<file path="config.mk">
export PLATFORM = sky130hd
export DESIGN_NAME = lps_top
export DESIGN_NICKNAME = d
export VERILOG_FILES = /design/src/lps_pkg.sv /design/src/lps_persist.sv /design/src/lps_sync.sv /design/src/lps_top.sv
export SDC_FILE = /design/constraint.sdc
export NUM_CORES = 1
export LEC_CHECK = 0
export ABC_CLOCK_PERIOD_IN_PS = 20500
export BUFFER_PORTS_ARGS = -buffer_cell sky130_fd_sc_hd__buf_2
export CAP_MARGIN = 20
export CORE_MARGIN = 2
export CORE_UTILIZATION = 28
export DETAILED_ROUTE_END_ITERATION = 16
export PLACE_DENSITY = 0.5
export SETUP_SLACK_MARGIN = 0.2
export SLEW_MARGIN = 20
export SYNTH_ARGS = -nofsm -noshare
export SYNTH_HDL_FRONTEND = slang
export SYNTH_SLANG_ARGS = --single-unit
export TNS_END_PERCENT = 30
</file>
<file path="constraint.sdc">
create_clock -name ref_clk -period 20.5 [get_ports ref_clk]
set_input_delay 2.05 -clock ref_clk [delete_from_list [all_inputs] [get_ports ref_clk]]
set_output_delay 2.05 -clock ref_clk [all_outputs]
set_load 0.02 [all_outputs]
</file>
<file path="src/lps_pkg.sv">
package lps_pkg;
  // timing figures and the clock they are counted in
  localparam int unsigned CLK_MHZ       = 100;
  localparam int unsigned LIGHT_CONV_US = 100000;
  localparam int unsigned NEAR_CONV_US  = 540;
  localparam int unsigned LED_PULSE_US  = 100;
  localparam int unsigned SLEEP_STEP_US = 100000;
  localparam int unsigned POWERUP_US    = 1000;

  // serial port
  localparam logic [6:0] DEV_ADDR  = 7'h44;
  localparam logic [3:0] BYTE_BITS = 4'h8;

  // register addresses
  localparam logic [7:0] REG_ID       = 8'h00;
  localparam logic [7:0] REG_CFG      = 8'h01;
  localparam logic [7:0] REG_IRQ      = 8'h02;
  localparam logic [7:0] REG_NLT      = 8'h03;
  localparam logic [7:0] REG_NHT      = 8'h04;
  localparam logic [7:0] REG_LTH1     = 8'h05;
  localparam logic [7:0] REG_LTH2     = 8'h06;
  localparam logic [7:0] REG_LTH3     = 8'h07;
  localparam logic [7:0] REG_NDATA    = 8'h08;
  localparam logic [7:0] REG_LDATA_LO = 8'h09;
  localparam logic [7:0] REG_LDATA_HI = 8'h0a;

  // reset values of the writable registers
  localparam logic [7:0] CFG_RST  = 8'h00;
  localparam logic [7:0] IRQ_RST  = 8'h00;
  localparam logic [7:0] NLT_RST  = 8'h00;
  localparam logic [7:0] NHT_RST  = 8'hff;
  localparam logic [7:0] LTH1_RST = 8'h00;
  localparam logic [7:0] LTH2_RST = 8'hf0;
  localparam logic [7:0] LTH3_RST = 8'hff;

  // field positions
  localparam int CFG_NEAR_EN  = 7;
  localparam int CFG_SLP_HI   = 6;
  localparam int CFG_SLP_LO   = 4;
  localparam int CFG_DRIVE    = 3;
  localparam int CFG_LIGHT_EN = 2;
  localparam int CFG_SEL      = 0;
  localparam int IRQ_NFLAG    = 7;
  localparam int IRQ_NP_HI    = 6;
  localparam int IRQ_NP_LO    = 5;
  localparam int IRQ_W0       = 4;
  localparam int IRQ_LFLAG    = 3;
  localparam int IRQ_LP_HI    = 2;
  localparam int IRQ_LP_LO    = 1;
  localparam int IRQ_AND      = 0;

  // persistency field to count of consecutive triggers
  localparam logic [4:0] PERSIST_0 = 5'h01;
  localparam logic [4:0] PERSIST_1 = 5'h04;
  localparam logic [4:0] PERSIST_2 = 5'h08;
  localparam logic [4:0] PERSIST_3 = 5'h10;

  typedef enum logic [3:0] {
    I_IDLE, I_ADDR, I_AACK, I_REG, I_PACK, I_WDATA, I_WACK, I_RDATA, I_RACK
  } lps_i2c_st_t;

  typedef enum logic [1:0] {N_OFF, N_LED, N_CONV, N_SLEEP} lps_near_st_t;

  // converter levels as presented by the analog front end
  typedef struct packed {
    logic [11:0] light_vis;
    logic [11:0] light_ir;
    logic [7:0]  ir_return;
  } lps_sense_t;

  typedef struct packed {
    logic scl;
    logic sda;
  } lps_bus_t;
endpackage

</file>
<file path="src/lps_persist.sv">
`timescale 1ns/100ps
module lps_persist (
  input  wire logic       clk,
  input  wire logic       rst,
  input  wire logic       evt,
  input  wire logic       hit,
  input  wire logic [1:0] sel,
  output logic            fire
);
  import lps_pkg::*;

  typedef struct packed {
    logic [4:0] cnt;
    logic       fire;
  } lps_persist_st_t;

  lps_persist_st_t s;
  lps_persist_st_t next_s;
  logic [4:0]      need;

  // count saturates at the target so each further hit fires again
  always_comb begin
    next_s = s;
    next_s.fire = 1'b0;
    case (sel)
      2'h0: need = PERSIST_0;
      2'h1: need = PERSIST_1;
      2'h2: need = PERSIST_2;
      default: need = PERSIST_3;
    endcase
    if (evt) begin
      if (!hit) begin
        next_s.cnt = '0;
      end else begin
        if (s.cnt < need) begin
          next_s.cnt = s.cnt + 5'h01;
        end
        next_s.fire = (next_s.cnt >= need);
      end
    end
  end

  always_ff @(posedge clk or posedge rst) begin
    if (rst) begin
      s <= '0;
    end else begin
      s <= next_s;
    end
  end

  assign fire = s.fire;
endmodule

</file>
<file path="src/lps_sync.sv">
`timescale 1ns/100ps
module lps_sync #(
  parameter int W = 1
) (
  input  wire logic         clk,
  input  wire logic         rst,
  input  wire logic [W-1:0] d,
  output logic      [W-1:0] q
);
  typedef struct packed {
    logic [W-1:0] s1;
    logic [W-1:0] s2;
  } lps_sync_st_t;

  lps_sync_st_t s;
  lps_sync_st_t next_s;

  // first stage feeds only the second
  always_comb begin
    next_s.s1 = d;
    next_s.s2 = s.s1;
  end

  always_ff @(posedge clk or posedge rst) begin
    if (rst) begin
      s <= '0;
    end else begin
      s <= next_s;
    end
  end

  assign q = s.s2;
endmodule

</file>
<file path="src/lps_top.sv">
`timescale 1ns/100ps
// How it works
// - 12-bit light result every 100ms in 0x9/0xA
// - 8-bit near result stored at 0x8
// - near result is LED-on minus LED-off reading
// - light conversion free-runs every 100ms while enabled
// - near conversions repeat, sleep set by field
// - data registers change only after whole conversion
// - channel select picks visible or infrared light
// - LED driver pulses 0.1ms per near conversion
// - drive bit selects 110mA or 220mA pulse
// - near conversion lasts 0.54ms before sleeping
// - light flag set outside threshold window
// - light flag holds until host writes 0
// - near flag set above high threshold
// - near flag cleared below low or by host
// - independent persistency per channel before pin
// - combine bit selects AND or OR
// - both enables clear means power-down
// - slave only, bytes shifted MSB first
// - ignore bus until START, none during power-up
// - STOP returns serial logic to idle
// - early STOP aborts access, registers unchanged
// - slave address 1000100, then read/write bit
// - acknowledge address, pointer and write data
// - pointer increments per byte, rolls over
module lps_top #(
  parameter int unsigned LIGHT_CYC   = lps_pkg::LIGHT_CONV_US * lps_pkg::CLK_MHZ,
  parameter int unsigned NEAR_CYC    = lps_pkg::NEAR_CONV_US * lps_pkg::CLK_MHZ,
  parameter int unsigned LED_CYC     = lps_pkg::LED_PULSE_US * lps_pkg::CLK_MHZ,
  parameter int unsigned SLEEP_CYC   = lps_pkg::SLEEP_STEP_US * lps_pkg::CLK_MHZ,
  parameter int unsigned POWERUP_CYC = lps_pkg::POWERUP_US * lps_pkg::CLK_MHZ,
  parameter logic [7:0]  CHIP_ID     = 8'h5a  // arbitrary value
) (
  input  wire logic               ref_clk,
  input  wire logic               rst,
  input  wire logic               scl,
  input  wire logic               sda_in,
  output logic                    sda_out,
  output logic                    sda_oe_n,
  input  wire lps_pkg::lps_sense_t sense,
  output logic                    led_driver_output,
  output logic                    led_drive_strength,
  output logic                    int_n,
  output logic                    power_down
);
  import lps_pkg::*;

  localparam logic [31:0] L_END  = 32'(LIGHT_CYC - 1);
  localparam logic [31:0] LED_END = 32'(LED_CYC - 1);
  localparam logic [31:0] C_END  = 32'(NEAR_CYC - LED_CYC - 1);
  localparam logic [31:0] PU_INIT = 32'(POWERUP_CYC);

  typedef struct packed {
    lps_i2c_st_t  ist;
    logic [3:0]   bitn;
    logic [7:0]   shreg;
    logic [7:0]   ptr;
    logic         rnw;
    logic         mack;
    logic         scl_d;
    logic         sda_d;
    logic         sda_oe_n;
    logic         sda_lvl;
    logic [7:0][7:0] regs;
    logic [7:0]   near_data;
    logic [11:0]  light_data;
    logic [31:0]  lcnt;
    lps_near_st_t nst;
    logic [31:0]  ncnt;
    logic [7:0]   ir_off;
    logic         ldone;
    logic         ndone;
    logic [31:0]  pu_cnt;
    logic         led;
    logic         int_n;
    logic         pdn;
  } lps_top_st_t;

  localparam lps_top_st_t TOP_RST = '{
    ist: I_IDLE, bitn: 4'h0, shreg: 8'h00, ptr: REG_ID, rnw: 1'b0,
    mack: 1'b0, scl_d: 1'b1, sda_d: 1'b1, sda_oe_n: 1'b1, sda_lvl: 1'b0,
    regs: {LTH3_RST, LTH2_RST, LTH1_RST, NHT_RST, NLT_RST, IRQ_RST,
           CFG_RST, CHIP_ID},
    near_data: 8'h00, light_data: 12'h000, lcnt: 32'h0, nst: N_OFF,
    ncnt: 32'h0, ir_off: 8'h00, ldone: 1'b0, ndone: 1'b0,
    pu_cnt: PU_INIT, led: 1'b0, int_n: 1'b1, pdn: 1'b1
  };

  lps_top_st_t s;
  lps_top_st_t next_s;
  lps_bus_t    bus;
  lps_sense_t  lvl;
  logic        start;
  logic        stop;
  logic        scl_rise;
  logic        scl_fall;
  logic [7:0]  ptr_inc;
  logic        light_en;
  logic        near_en;
  logic [11:0] light_lo;
  logic [11:0] light_hi;
  logic        light_fire;
  logic        near_hi_fire;
  logic        near_lo_fire;
  logic [31:0] slp_end;

  // pins come from outside the clock domain
  lps_sync #(
    .W ($bits(lps_bus_t))
  ) u_bus_sync (
    .clk (ref_clk),
    .rst (rst),
    .d   ({scl, sda_in}),
    .q   (bus)
  );

  // levels are sampled only at conversion boundaries, long after settling
  lps_sync #(
    .W ($bits(lps_sense_t))
  ) u_sense_sync (
    .clk (ref_clk),
    .rst (rst),
    .d   (sense),
    .q   (lvl)
  );

  lps_persist u_light_persist (
    .clk  (ref_clk),
    .rst  (rst),
    .evt  (s.ldone),
    .hit  ((s.light_data < light_lo) || (s.light_data > light_hi)),
    .sel  (s.regs[REG_IRQ[2:0]][IRQ_LP_HI:IRQ_LP_LO]),
    .fire (light_fire)
  );

  lps_persist u_near_hi_persist (
    .clk  (ref_clk),
    .rst  (rst),
    .evt  (s.ndone),
    .hit  (s.near_data > s.regs[REG_NHT[2:0]]),
    .sel  (s.regs[REG_IRQ[2:0]][IRQ_NP_HI:IRQ_NP_LO]),
    .fire (near_hi_fire)
  );

  lps_persist u_near_lo_persist (
    .clk  (ref_clk),
    .rst  (rst),
    .evt  (s.ndone),
    .hit  (s.near_data < s.regs[REG_NLT[2:0]]),
    .sel  (s.regs[REG_IRQ[2:0]][IRQ_NP_HI:IRQ_NP_LO]),
    .fire (near_lo_fire)
  );

  // bus conditions from the synchronised lines
  assign scl_rise = bus.scl & ~s.scl_d;
  assign scl_fall = ~bus.scl & s.scl_d;
  assign start    = bus.scl & s.scl_d & s.sda_d & ~bus.sda;
  assign stop     = bus.scl & s.scl_d & ~s.sda_d & bus.sda;
  assign ptr_inc  = (s.ptr >= REG_LDATA_HI) ? REG_ID : s.ptr + 8'h01;

  // configuration fields
  assign light_en = s.regs[REG_CFG[2:0]][CFG_LIGHT_EN];
  assign near_en  = s.regs[REG_CFG[2:0]][CFG_NEAR_EN];
  assign light_lo = {s.regs[REG_LTH2[2:0]][3:0], s.regs[REG_LTH1[2:0]]};
  assign light_hi = {s.regs[REG_LTH3[2:0]], s.regs[REG_LTH2[2:0]][7:4]};
  assign slp_end  = SLEEP_CYC * {29'h0, s.regs[REG_CFG[2:0]][CFG_SLP_HI:CFG_SLP_LO]};

  // read mux; holes above the map read as zero
  function automatic logic [7:0] rd_byte(input lps_top_st_t st, input logic [7:0] a);
    logic [7:0] r;
    r = 8'h00;
    if (a <= REG_LTH3) begin
      r = st.regs[a[2:0]];
    end else if (a == REG_NDATA) begin
      r = st.near_data;
    end else if (a == REG_LDATA_LO) begin
      r = st.light_data[7:0];
    end else if (a == REG_LDATA_HI) begin
      r = {4'h0, st.light_data[11:8]};
    end
    return r;
  endfunction

  always_comb begin
    next_s = s;
    next_s.ldone = 1'b0;
    next_s.ndone = 1'b0;
    next_s.sda_lvl = 1'b0;
    next_s.scl_d = bus.scl;
    next_s.sda_d = bus.sda;
    if (s.pu_cnt != 32'h0) begin
      next_s.pu_cnt = s.pu_cnt - 32'h1;
    end

    // serial slave: sample on scl rise, change sda on scl fall
    if (stop) begin
      next_s.ist = I_IDLE;
      next_s.sda_oe_n = 1'b1;
    end else if (start && s.pu_cnt == 32'h0) begin
      next_s.ist = I_ADDR;
      next_s.bitn = 4'h0;
      next_s.sda_oe_n = 1'b1;
    end else if (scl_rise) begin
      case (s.ist)
        I_ADDR, I_REG, I_WDATA: begin
          next_s.bitn = s.bitn + 4'h1;
          next_s.shreg = {s.shreg[6:0], bus.sda};
        end
        I_RDATA: begin
          next_s.bitn = s.bitn + 4'h1;
        end
        I_RACK: begin
          next_s.mack = ~bus.sda;
        end
        default: begin
        end
      endcase
    end else if (scl_fall) begin
      case (s.ist)
        I_ADDR: begin
          if (s.bitn == BYTE_BITS) begin
            if (s.shreg[7:1] == DEV_ADDR) begin
              next_s.ist = I_AACK;
              next_s.rnw = s.shreg[0];
              next_s.sda_oe_n = 1'b0;
            end else begin
              next_s.ist = I_IDLE;
            end
          end
        end
        I_AACK: begin
          next_s.bitn = 4'h0;
          if (s.rnw) begin
            next_s.ist = I_RDATA;
            next_s.shreg = rd_byte(s, s.ptr);
            next_s.sda_oe_n = next_s.shreg[7];
          end else begin
            next_s.ist = I_REG;
            next_s.sda_oe_n = 1'b1;
          end
        end
        I_REG: begin
          if (s.bitn == BYTE_BITS) begin
            next_s.ptr = s.shreg;
            next_s.ist = I_PACK;
            next_s.sda_oe_n = 1'b0;
          end
        end
        I_PACK: begin
          next_s.ist = I_WDATA;
          next_s.bitn = 4'h0;
          next_s.sda_oe_n = 1'b1;
        end
        I_WDATA: begin
          if (s.bitn == BYTE_BITS) begin
            next_s.ist = I_WACK;
            next_s.sda_oe_n = 1'b0;
          end
        end
        I_WACK: begin
          // commit only once byte and acknowledge are complete
          if (s.ptr == REG_IRQ) begin
            next_s.regs[REG_IRQ[2:0]] = s.shreg;
            next_s.regs[REG_IRQ[2:0]][IRQ_W0] = 1'b0;
            next_s.regs[REG_IRQ[2:0]][IRQ_NFLAG] =
              s.regs[REG_IRQ[2:0]][IRQ_NFLAG] & s.shreg[IRQ_NFLAG];
            next_s.regs[REG_IRQ[2:0]][IRQ_LFLAG] =
              s.regs[REG_IRQ[2:0]][IRQ_LFLAG] & s.shreg[IRQ_LFLAG];
          end else if (s.ptr >= REG_CFG && s.ptr <= REG_LTH3) begin
            next_s.regs[s.ptr[2:0]] = s.shreg;
          end
          next_s.ptr = ptr_inc;
          next_s.ist = I_WDATA;
          next_s.bitn = 4'h0;
          next_s.sda_oe_n = 1'b1;
        end
        I_RDATA: begin
          if (s.bitn == BYTE_BITS) begin
            next_s.ist = I_RACK;
            next_s.sda_oe_n = 1'b1;
            next_s.ptr = ptr_inc;
          end else begin
            next_s.shreg = {s.shreg[6:0], 1'b0};
            next_s.sda_oe_n = next_s.shreg[7];
          end
        end
        I_RACK: begin
          if (s.mack) begin
            next_s.ist = I_RDATA;
            next_s.bitn = 4'h0;
            next_s.shreg = rd_byte(s, s.ptr);
            next_s.sda_oe_n = next_s.shreg[7];
          end else begin
            next_s.ist = I_IDLE;
          end
        end
        default: begin
          next_s.sda_oe_n = 1'b1;
        end
      endcase
    end

    // light converter free-runs; result lands only at the end
    if (light_en) begin
      if (s.lcnt == L_END) begin
        next_s.lcnt = 32'h0;
        next_s.ldone = 1'b1;
        if (s.regs[REG_CFG[2:0]][CFG_SEL]) begin
          next_s.light_data = lvl.light_ir;
        end else begin
          next_s.light_data = lvl.light_vis;
        end
      end else begin
        next_s.lcnt = s.lcnt + 32'h1;
      end
    end else begin
      next_s.lcnt = 32'h0;
    end

    // near converter: off reading, LED pulse, finish, sleep
    case (s.nst)
      N_OFF: begin
        next_s.led = 1'b0;
        next_s.ncnt = 32'h0;
        if (near_en) begin
          next_s.ir_off = lvl.ir_return;
          next_s.led = 1'b1;
          next_s.nst = N_LED;
        end
      end
      N_LED: begin
        next_s.ncnt = s.ncnt + 32'h1;
        if (s.ncnt == LED_END) begin
          next_s.led = 1'b0;
          next_s.ncnt = 32'h0;
          next_s.nst = N_CONV;
          // on reading less off reading, floored at zero
          next_s.ir_off = (lvl.ir_return > s.ir_off) ?
                          lvl.ir_return - s.ir_off : 8'h00;
        end
      end
      N_CONV: begin
        next_s.ncnt = s.ncnt + 32'h1;
        if (s.ncnt == C_END) begin
          next_s.near_data = s.ir_off;
          next_s.ndone = 1'b1;
          next_s.ncnt = 32'h0;
          next_s.nst = N_SLEEP;
        end
      end
      N_SLEEP: begin
        next_s.ncnt = s.ncnt + 32'h1;
        if (s.ncnt >= slp_end) begin
          next_s.ncnt = 32'h0;
          next_s.ir_off = lvl.ir_return;
          next_s.led = 1'b1;
          next_s.nst = N_LED;
        end
      end
      default: begin
        next_s.nst = N_OFF;
      end
    endcase
    if (!near_en) begin
      next_s.nst = N_OFF;
      next_s.led = 1'b0;
    end

    // flag updates after host writes, so a set wins over a clear
    if (light_fire) begin
      next_s.regs[REG_IRQ[2:0]][IRQ_LFLAG] = 1'b1;
    end
    if (near_lo_fire) begin
      next_s.regs[REG_IRQ[2:0]][IRQ_NFLAG] = 1'b0;
    end
    if (near_hi_fire) begin
      next_s.regs[REG_IRQ[2:0]][IRQ_NFLAG] = 1'b1;
    end

    // pin follows the flags with one register of delay
    if (s.regs[REG_IRQ[2:0]][IRQ_AND]) begin
      next_s.int_n = ~(s.regs[REG_IRQ[2:0]][IRQ_LFLAG] &
                       s.regs[REG_IRQ[2:0]][IRQ_NFLAG]);
    end else begin
      next_s.int_n = ~(s.regs[REG_IRQ[2:0]][IRQ_LFLAG] |
                       s.regs[REG_IRQ[2:0]][IRQ_NFLAG]);
    end
    next_s.pdn = ~light_en & ~near_en;
  end

  always_ff @(posedge ref_clk or posedge rst) begin
    if (rst) begin
      s <= TOP_RST;
    end else begin
      s <= next_s;
    end
  end

  // all outputs straight from state flops
  assign sda_out            = s.sda_lvl;
  assign sda_oe_n           = s.sda_oe_n;
  assign led_driver_output  = s.led;
  assign led_drive_strength = s.regs[REG_CFG[2:0]][CFG_DRIVE];
  assign int_n              = s.int_n;
  assign power_down         = s.pdn;
endmodule

</file>
# Yosys cells after proc, flatten, opt, wreduce, memory -nomap -nowiden
# Index checks and enable logic that the tools add are counted.
# op_classes
n_addsub,9
n_mul,1
n_lt_le_gt_ge,17
n_eq_ne,52
muxes,103
bitwise_logic,24
n_reduce_logical,45
# op_table
op,count
$mux W8,17
$pmux W34 S4,1
$mux W24,5
$mux W42,2
$pmux W8 S3,3
$add A32 B1 Y32 const B,2
$bwmux W64,1
$mux W32,2
$mux W64,1
$mux W12,5
$mux W5,12
$mux W34,1
$eq A32 B14 Y1 const B,1
$eq A32 B16 Y1 const B,1
$eq A32 B24 Y1 const B,1
$ge A32 B27 Y1,1
$logic_not A32 Y1,1
$mux W4,8
$reduce_bool A32 Y1,1
$sub A32 B1 Y32 const B,1
$mux W1,30
$pmux W5 S3,2
$pmux W4 S7,1
$reduce_and A7 Y1,4
other kinds (61),147
# word_totals
register_bits,310
inputBits,36
out_inout_bits,6
wordCells,292

# Depth between registers and ports, before layout
# depth
depth_word,14
depth_mapped,20
ltp_nobuf,18

# Hierarchy
# From an unflattened synthesis, not the netlist that was laid out.
# hier_totals
hier_cells,1636
area_unflattened_um2,16930.0
# modules_own_cells
mod,instances,cells_each,area_per_inst_um2,seq_area_each_um2
lps_top,1,1383,13516.7,5649.2
lps_persist,3,61,568.0,150.1
lps_sync (u_sense_sync),1,65,1605.3,1601.5
lps_sync (u_bus_sync),1,5,103.8,100.1

# Worst setup path after synthesis
# No wires, ideal clock.
# synth_path
kind,flip-flop to flip-flop
startpoint,register with a tool-made name
endpoint,register s[37] (netlist name)
setup_ps,125
t_arrival_ps,3895
required_time_ps,20375
path_slack_ps,16480
stages_incl_launch_ff,19
n_path_buf,2
period_less_slack_ps,4020
cell_sequence,dfrtp_1 -> clkbuf_1 -> inv_1 -> ha_1 -> inv_1 -> ha_1 -> a21oi_1 -> o21bai_1 -> a21oi_1 -> xnor2_1 -> ha_1 -> a21o_1 -> a31oi_1 -> o21ai_0 -> o41ai_1 -> nand2_1 -> clkbuf_1 -> a311o_1 -> mux2_2
# synth_rtl
element,line_no,source
end signal: assignment,lps_top.sv:396,s <= next_s;
end: declaration,lps_top.sv:90,lps_top_st_t s;

==> flow_summary.ini <==
[run_status]
status = complete, no violations

[floorplanning]
pin_count = 42
dieWidth_um = 248
initial_core_util_pct = 28.3
die_h_um = 248
rows = 89
dieArea_mm2 = 0.0615
coreArea_mm2 = 0.0589

[routing]
routed_via_density = 4.94
dr.pass1.iters = 5
drc = 0
finalWirelength_um = 41100
via_count = 12300
drt_iter0_drc = 880
wl_per_cell_um = 16.5
drt.antenna.violating_nets = 0

[final_layout]
areaGrowthSynthToFinish_pct = 15.5
diodes = 0
layout.nets = 1837
drive_above_1_share_pct = 12.8
post-route-util_pct = 32.7
finalInstanceArea_mm2 = 0.0193

[synthesis]
synth_edf_count = 0
syn_area_mm2 = 0.0167
async_reset_ff_share_pct = 100
yosysTopAreaCellShare_pct = 41.3
synthDistinctLibCells = 77
yosysWarnings = 0
synth_top_area_cell = dfrtp_1
ys_top_cells_by_area = dfrtp_1, ha_1, dfstp_2
synth_most_common_cell = dfrtp_1
avgSynthCellArea_um2 = 10.1
synth_ff_type = dfrtp_1
seq_area_frac_synth_pct = 46.8
yosys_register_bits = 310
synthCells = 1655
ys_top_cells_by_count = dfrtp_1, nand2_1, nor2_1, ha_1, inv_1
synth.net_count = 1806

[clock_tree]
cts_sinks = 310
cts_buffers = 39
clockRootBuffer = clkbuf_16
clk_path_buf_depth = 3
cts_resized = 0
cts_hold_buf = 0
postCtsSetupBuffers = 0
cts_htree_levels = 2
path_clk_slew_ns = 0.06
clk_latency_ns = 0.56
cts_tree = built

[sta]
fin_crit_ns = 4.53
period_share_pct = 22.1
worst_pin_slew_ns = 1.01
slew_headroom_pct = 32.5
hold_viol_final = 0
max_freq_mhz = 221
final_max_slew_viol_count = 0
grt_setup_unrepaired = false
clock_skew_ns = 0.00859
finalSetupViolations = 0
hold_ws_ns = 0.343
setup-tns-final_ns = 0

[setup_path]
crit_type = reg -> reg
cp-end-kind = flop
crit_fanout = 11
crit_family = compound AO/OA/AOI/OAI gates
cp.arrival_ns = 4.98
slowest_stage = dfrtp_1
cpMostUsedCell = ha_1
critical_path_buf_inv_count = 2
crit_path_max_incr_delay_ns = 0.55
worstPathRequired_ns = 20.94
start_kind = flop
cp_cell_sequence = inv_1 -> ha_1 -> inv_1 -> ha_1 -> a21oi_1 -> o21bai_1 -> a21oi_1 -> xnor2_1 -> ha_1 -> a21o_1 -> a31oi_1 -> o21ai_0 -> o41ai_1 -> nand2_1 -> a31o_2 -> mux2_2

[power_and_ir_drop]
vdd_ir_drop_max_v = 0.0000671
p_sw_share_pct = 21.2
power-per-cell-area_mw_per_mm2 = 76.1
clkPwrFrac_pct = 54.3
p_sw_mw = 0.311
p_leak_nw = 8.37
power_frac_seq_pct = 43.0
total_power_mw = 1.47
p_int_mw = 1.16
pwr-share-comb_pct = 2.6

[worst_hold_path]
hold_class = reg -> reg

[global_route]
grt_start_max_net_pins = 172
grt_pass1_vias = 12200
grt.total_usage_pct = 13.7
grt_pass1_wl_um = 67300
overflow = 0
grt_antenna_before_repair = 0

[place]
gp_congestion = 0.862
placed_cell_area_mm2 = 0.0177
portBuffers = 40
dp_hpwl_um = 28300

[flow_run]
maxCapViolations = 0
[kinds of logic after synthesis]
group	after synthesis	share of synthesized area (%)
AO/OA/AOI/OAI	298	11.3
XOR/XNOR	111	5.83
adder cells (fa/ha/maj)	116	8.78
buffers and inverters	162	3.72
flip-flops	310	46.8
multiplexers	100	6.71
other	1	0.0225
AND/OR/NAND/NOR	557	16.9
[final cells by class]
type	count	area, µm²
well taps	773	967
flip-flops and latches	310	7800
clock inverters	20	373
fillers	5952	39600
clock buffers	52	1150
inverters	101	387
repair buffers	51	315
multi-input cells	1183	8270
[cell usage in the layout, fill, tap and decap left out, types with 10 or more instances in the layout]
| cell | count |
|---|---|
| dfrtp_1 | 275 |
| nand2_1 | 144 |
| nor2_1 | 131 |
| ha_1 | 113 |
| inv_1 | 99 |
| o21ai_0 | 94 |
| a21oi_1 | 61 |
| xor2_1 | 60 |
| xnor2_1 | 51 |
| nand3_1 | 45 |
| nor3_1 | 42 |
| mux2_2 | 40 |
| clkbuf_16 | 40 |
| buf_2 | 40 |
| nand4_1 | 35 |
| dfstp_2 | 35 |
| mux2i_1 | 33 |
| and3_1 | 24 |
| mux2_1 | 24 |
| nand2b_1 | 22 |
| a31oi_1 | 22 |
| o22ai_1 | 19 |
| nor4_1 | 17 |
| nor2b_1 | 16 |
| a21o_1 | 14 |
| or3_1 | 12 |
| clkbuf_8 | 10 |
| bufinv_16 | 10 |
[final timing paths]
check / cells after the start / endpoint / start / slack, ns
setup / recovery: 16 / s[37] / flop / 15.97
hold / removal: 0 / u_sense_sync.q[6] / u_sense_sync.next_s[6] / 0.34
setup reg to reg: 16 / s[37] / flop / 15.97
hold reg to reg: 0 / u_sense_sync.q[6] / u_sense_sync.next_s[6] / 0.34
max in group asynchronous: 4 / s[220] / rst / 17.28
min in group asynchronous: 2 / s[96] / rst / 1.48
[worst reg2reg max path, stage by stage (launching register included)]
cell and delay, ns:
dfrtp_1 0.55, inv_1 0.20, ha_1 0.37, inv_1 0.06
ha_1 0.31, a21oi_1 0.17, o21bai_1 0.08, a21oi_1 0.26
xnor2_1 0.17, ha_1 0.27, a21o_1 0.18, a31oi_1 0.20
o21ai_0 0.12, o41ai_1 0.38, nand2_1 0.35, a31o_2 0.45
mux2_2 0.29
[through the flow]
stage | instances | setup WS, ns
2_1_floorplan | 1655 | 9.94
3_3_place_gp | 2417 | 16.08
3_5_place_dp | 2417 | 15.96
4_1_cts | 2489 | 15.91
5_1_grt | 2490 | 15.57
6_report | 2490 | 15.97
[routing by layer]
layer	GRT usage, %	share of wire, %
met1	18.4	46
met2	22.5	48
met3	2.37	4.3
met4	4.14	2.2
met5	0	0
[power groups by stage]
stage                     Combinational [mW]  Clock, mW  Sequential, mW
after detailed placement              0.0392          0           0.642
after floorplan                       0.0277          0           0.637
after global placement                0.0384          0           0.642
final                                 0.0385      0.797           0.631
after global routing                  0.0449      0.848           0.632
after CTS                             0.0394      0.821           0.631
No activity file was read; power rests on OpenSTA's default activity.
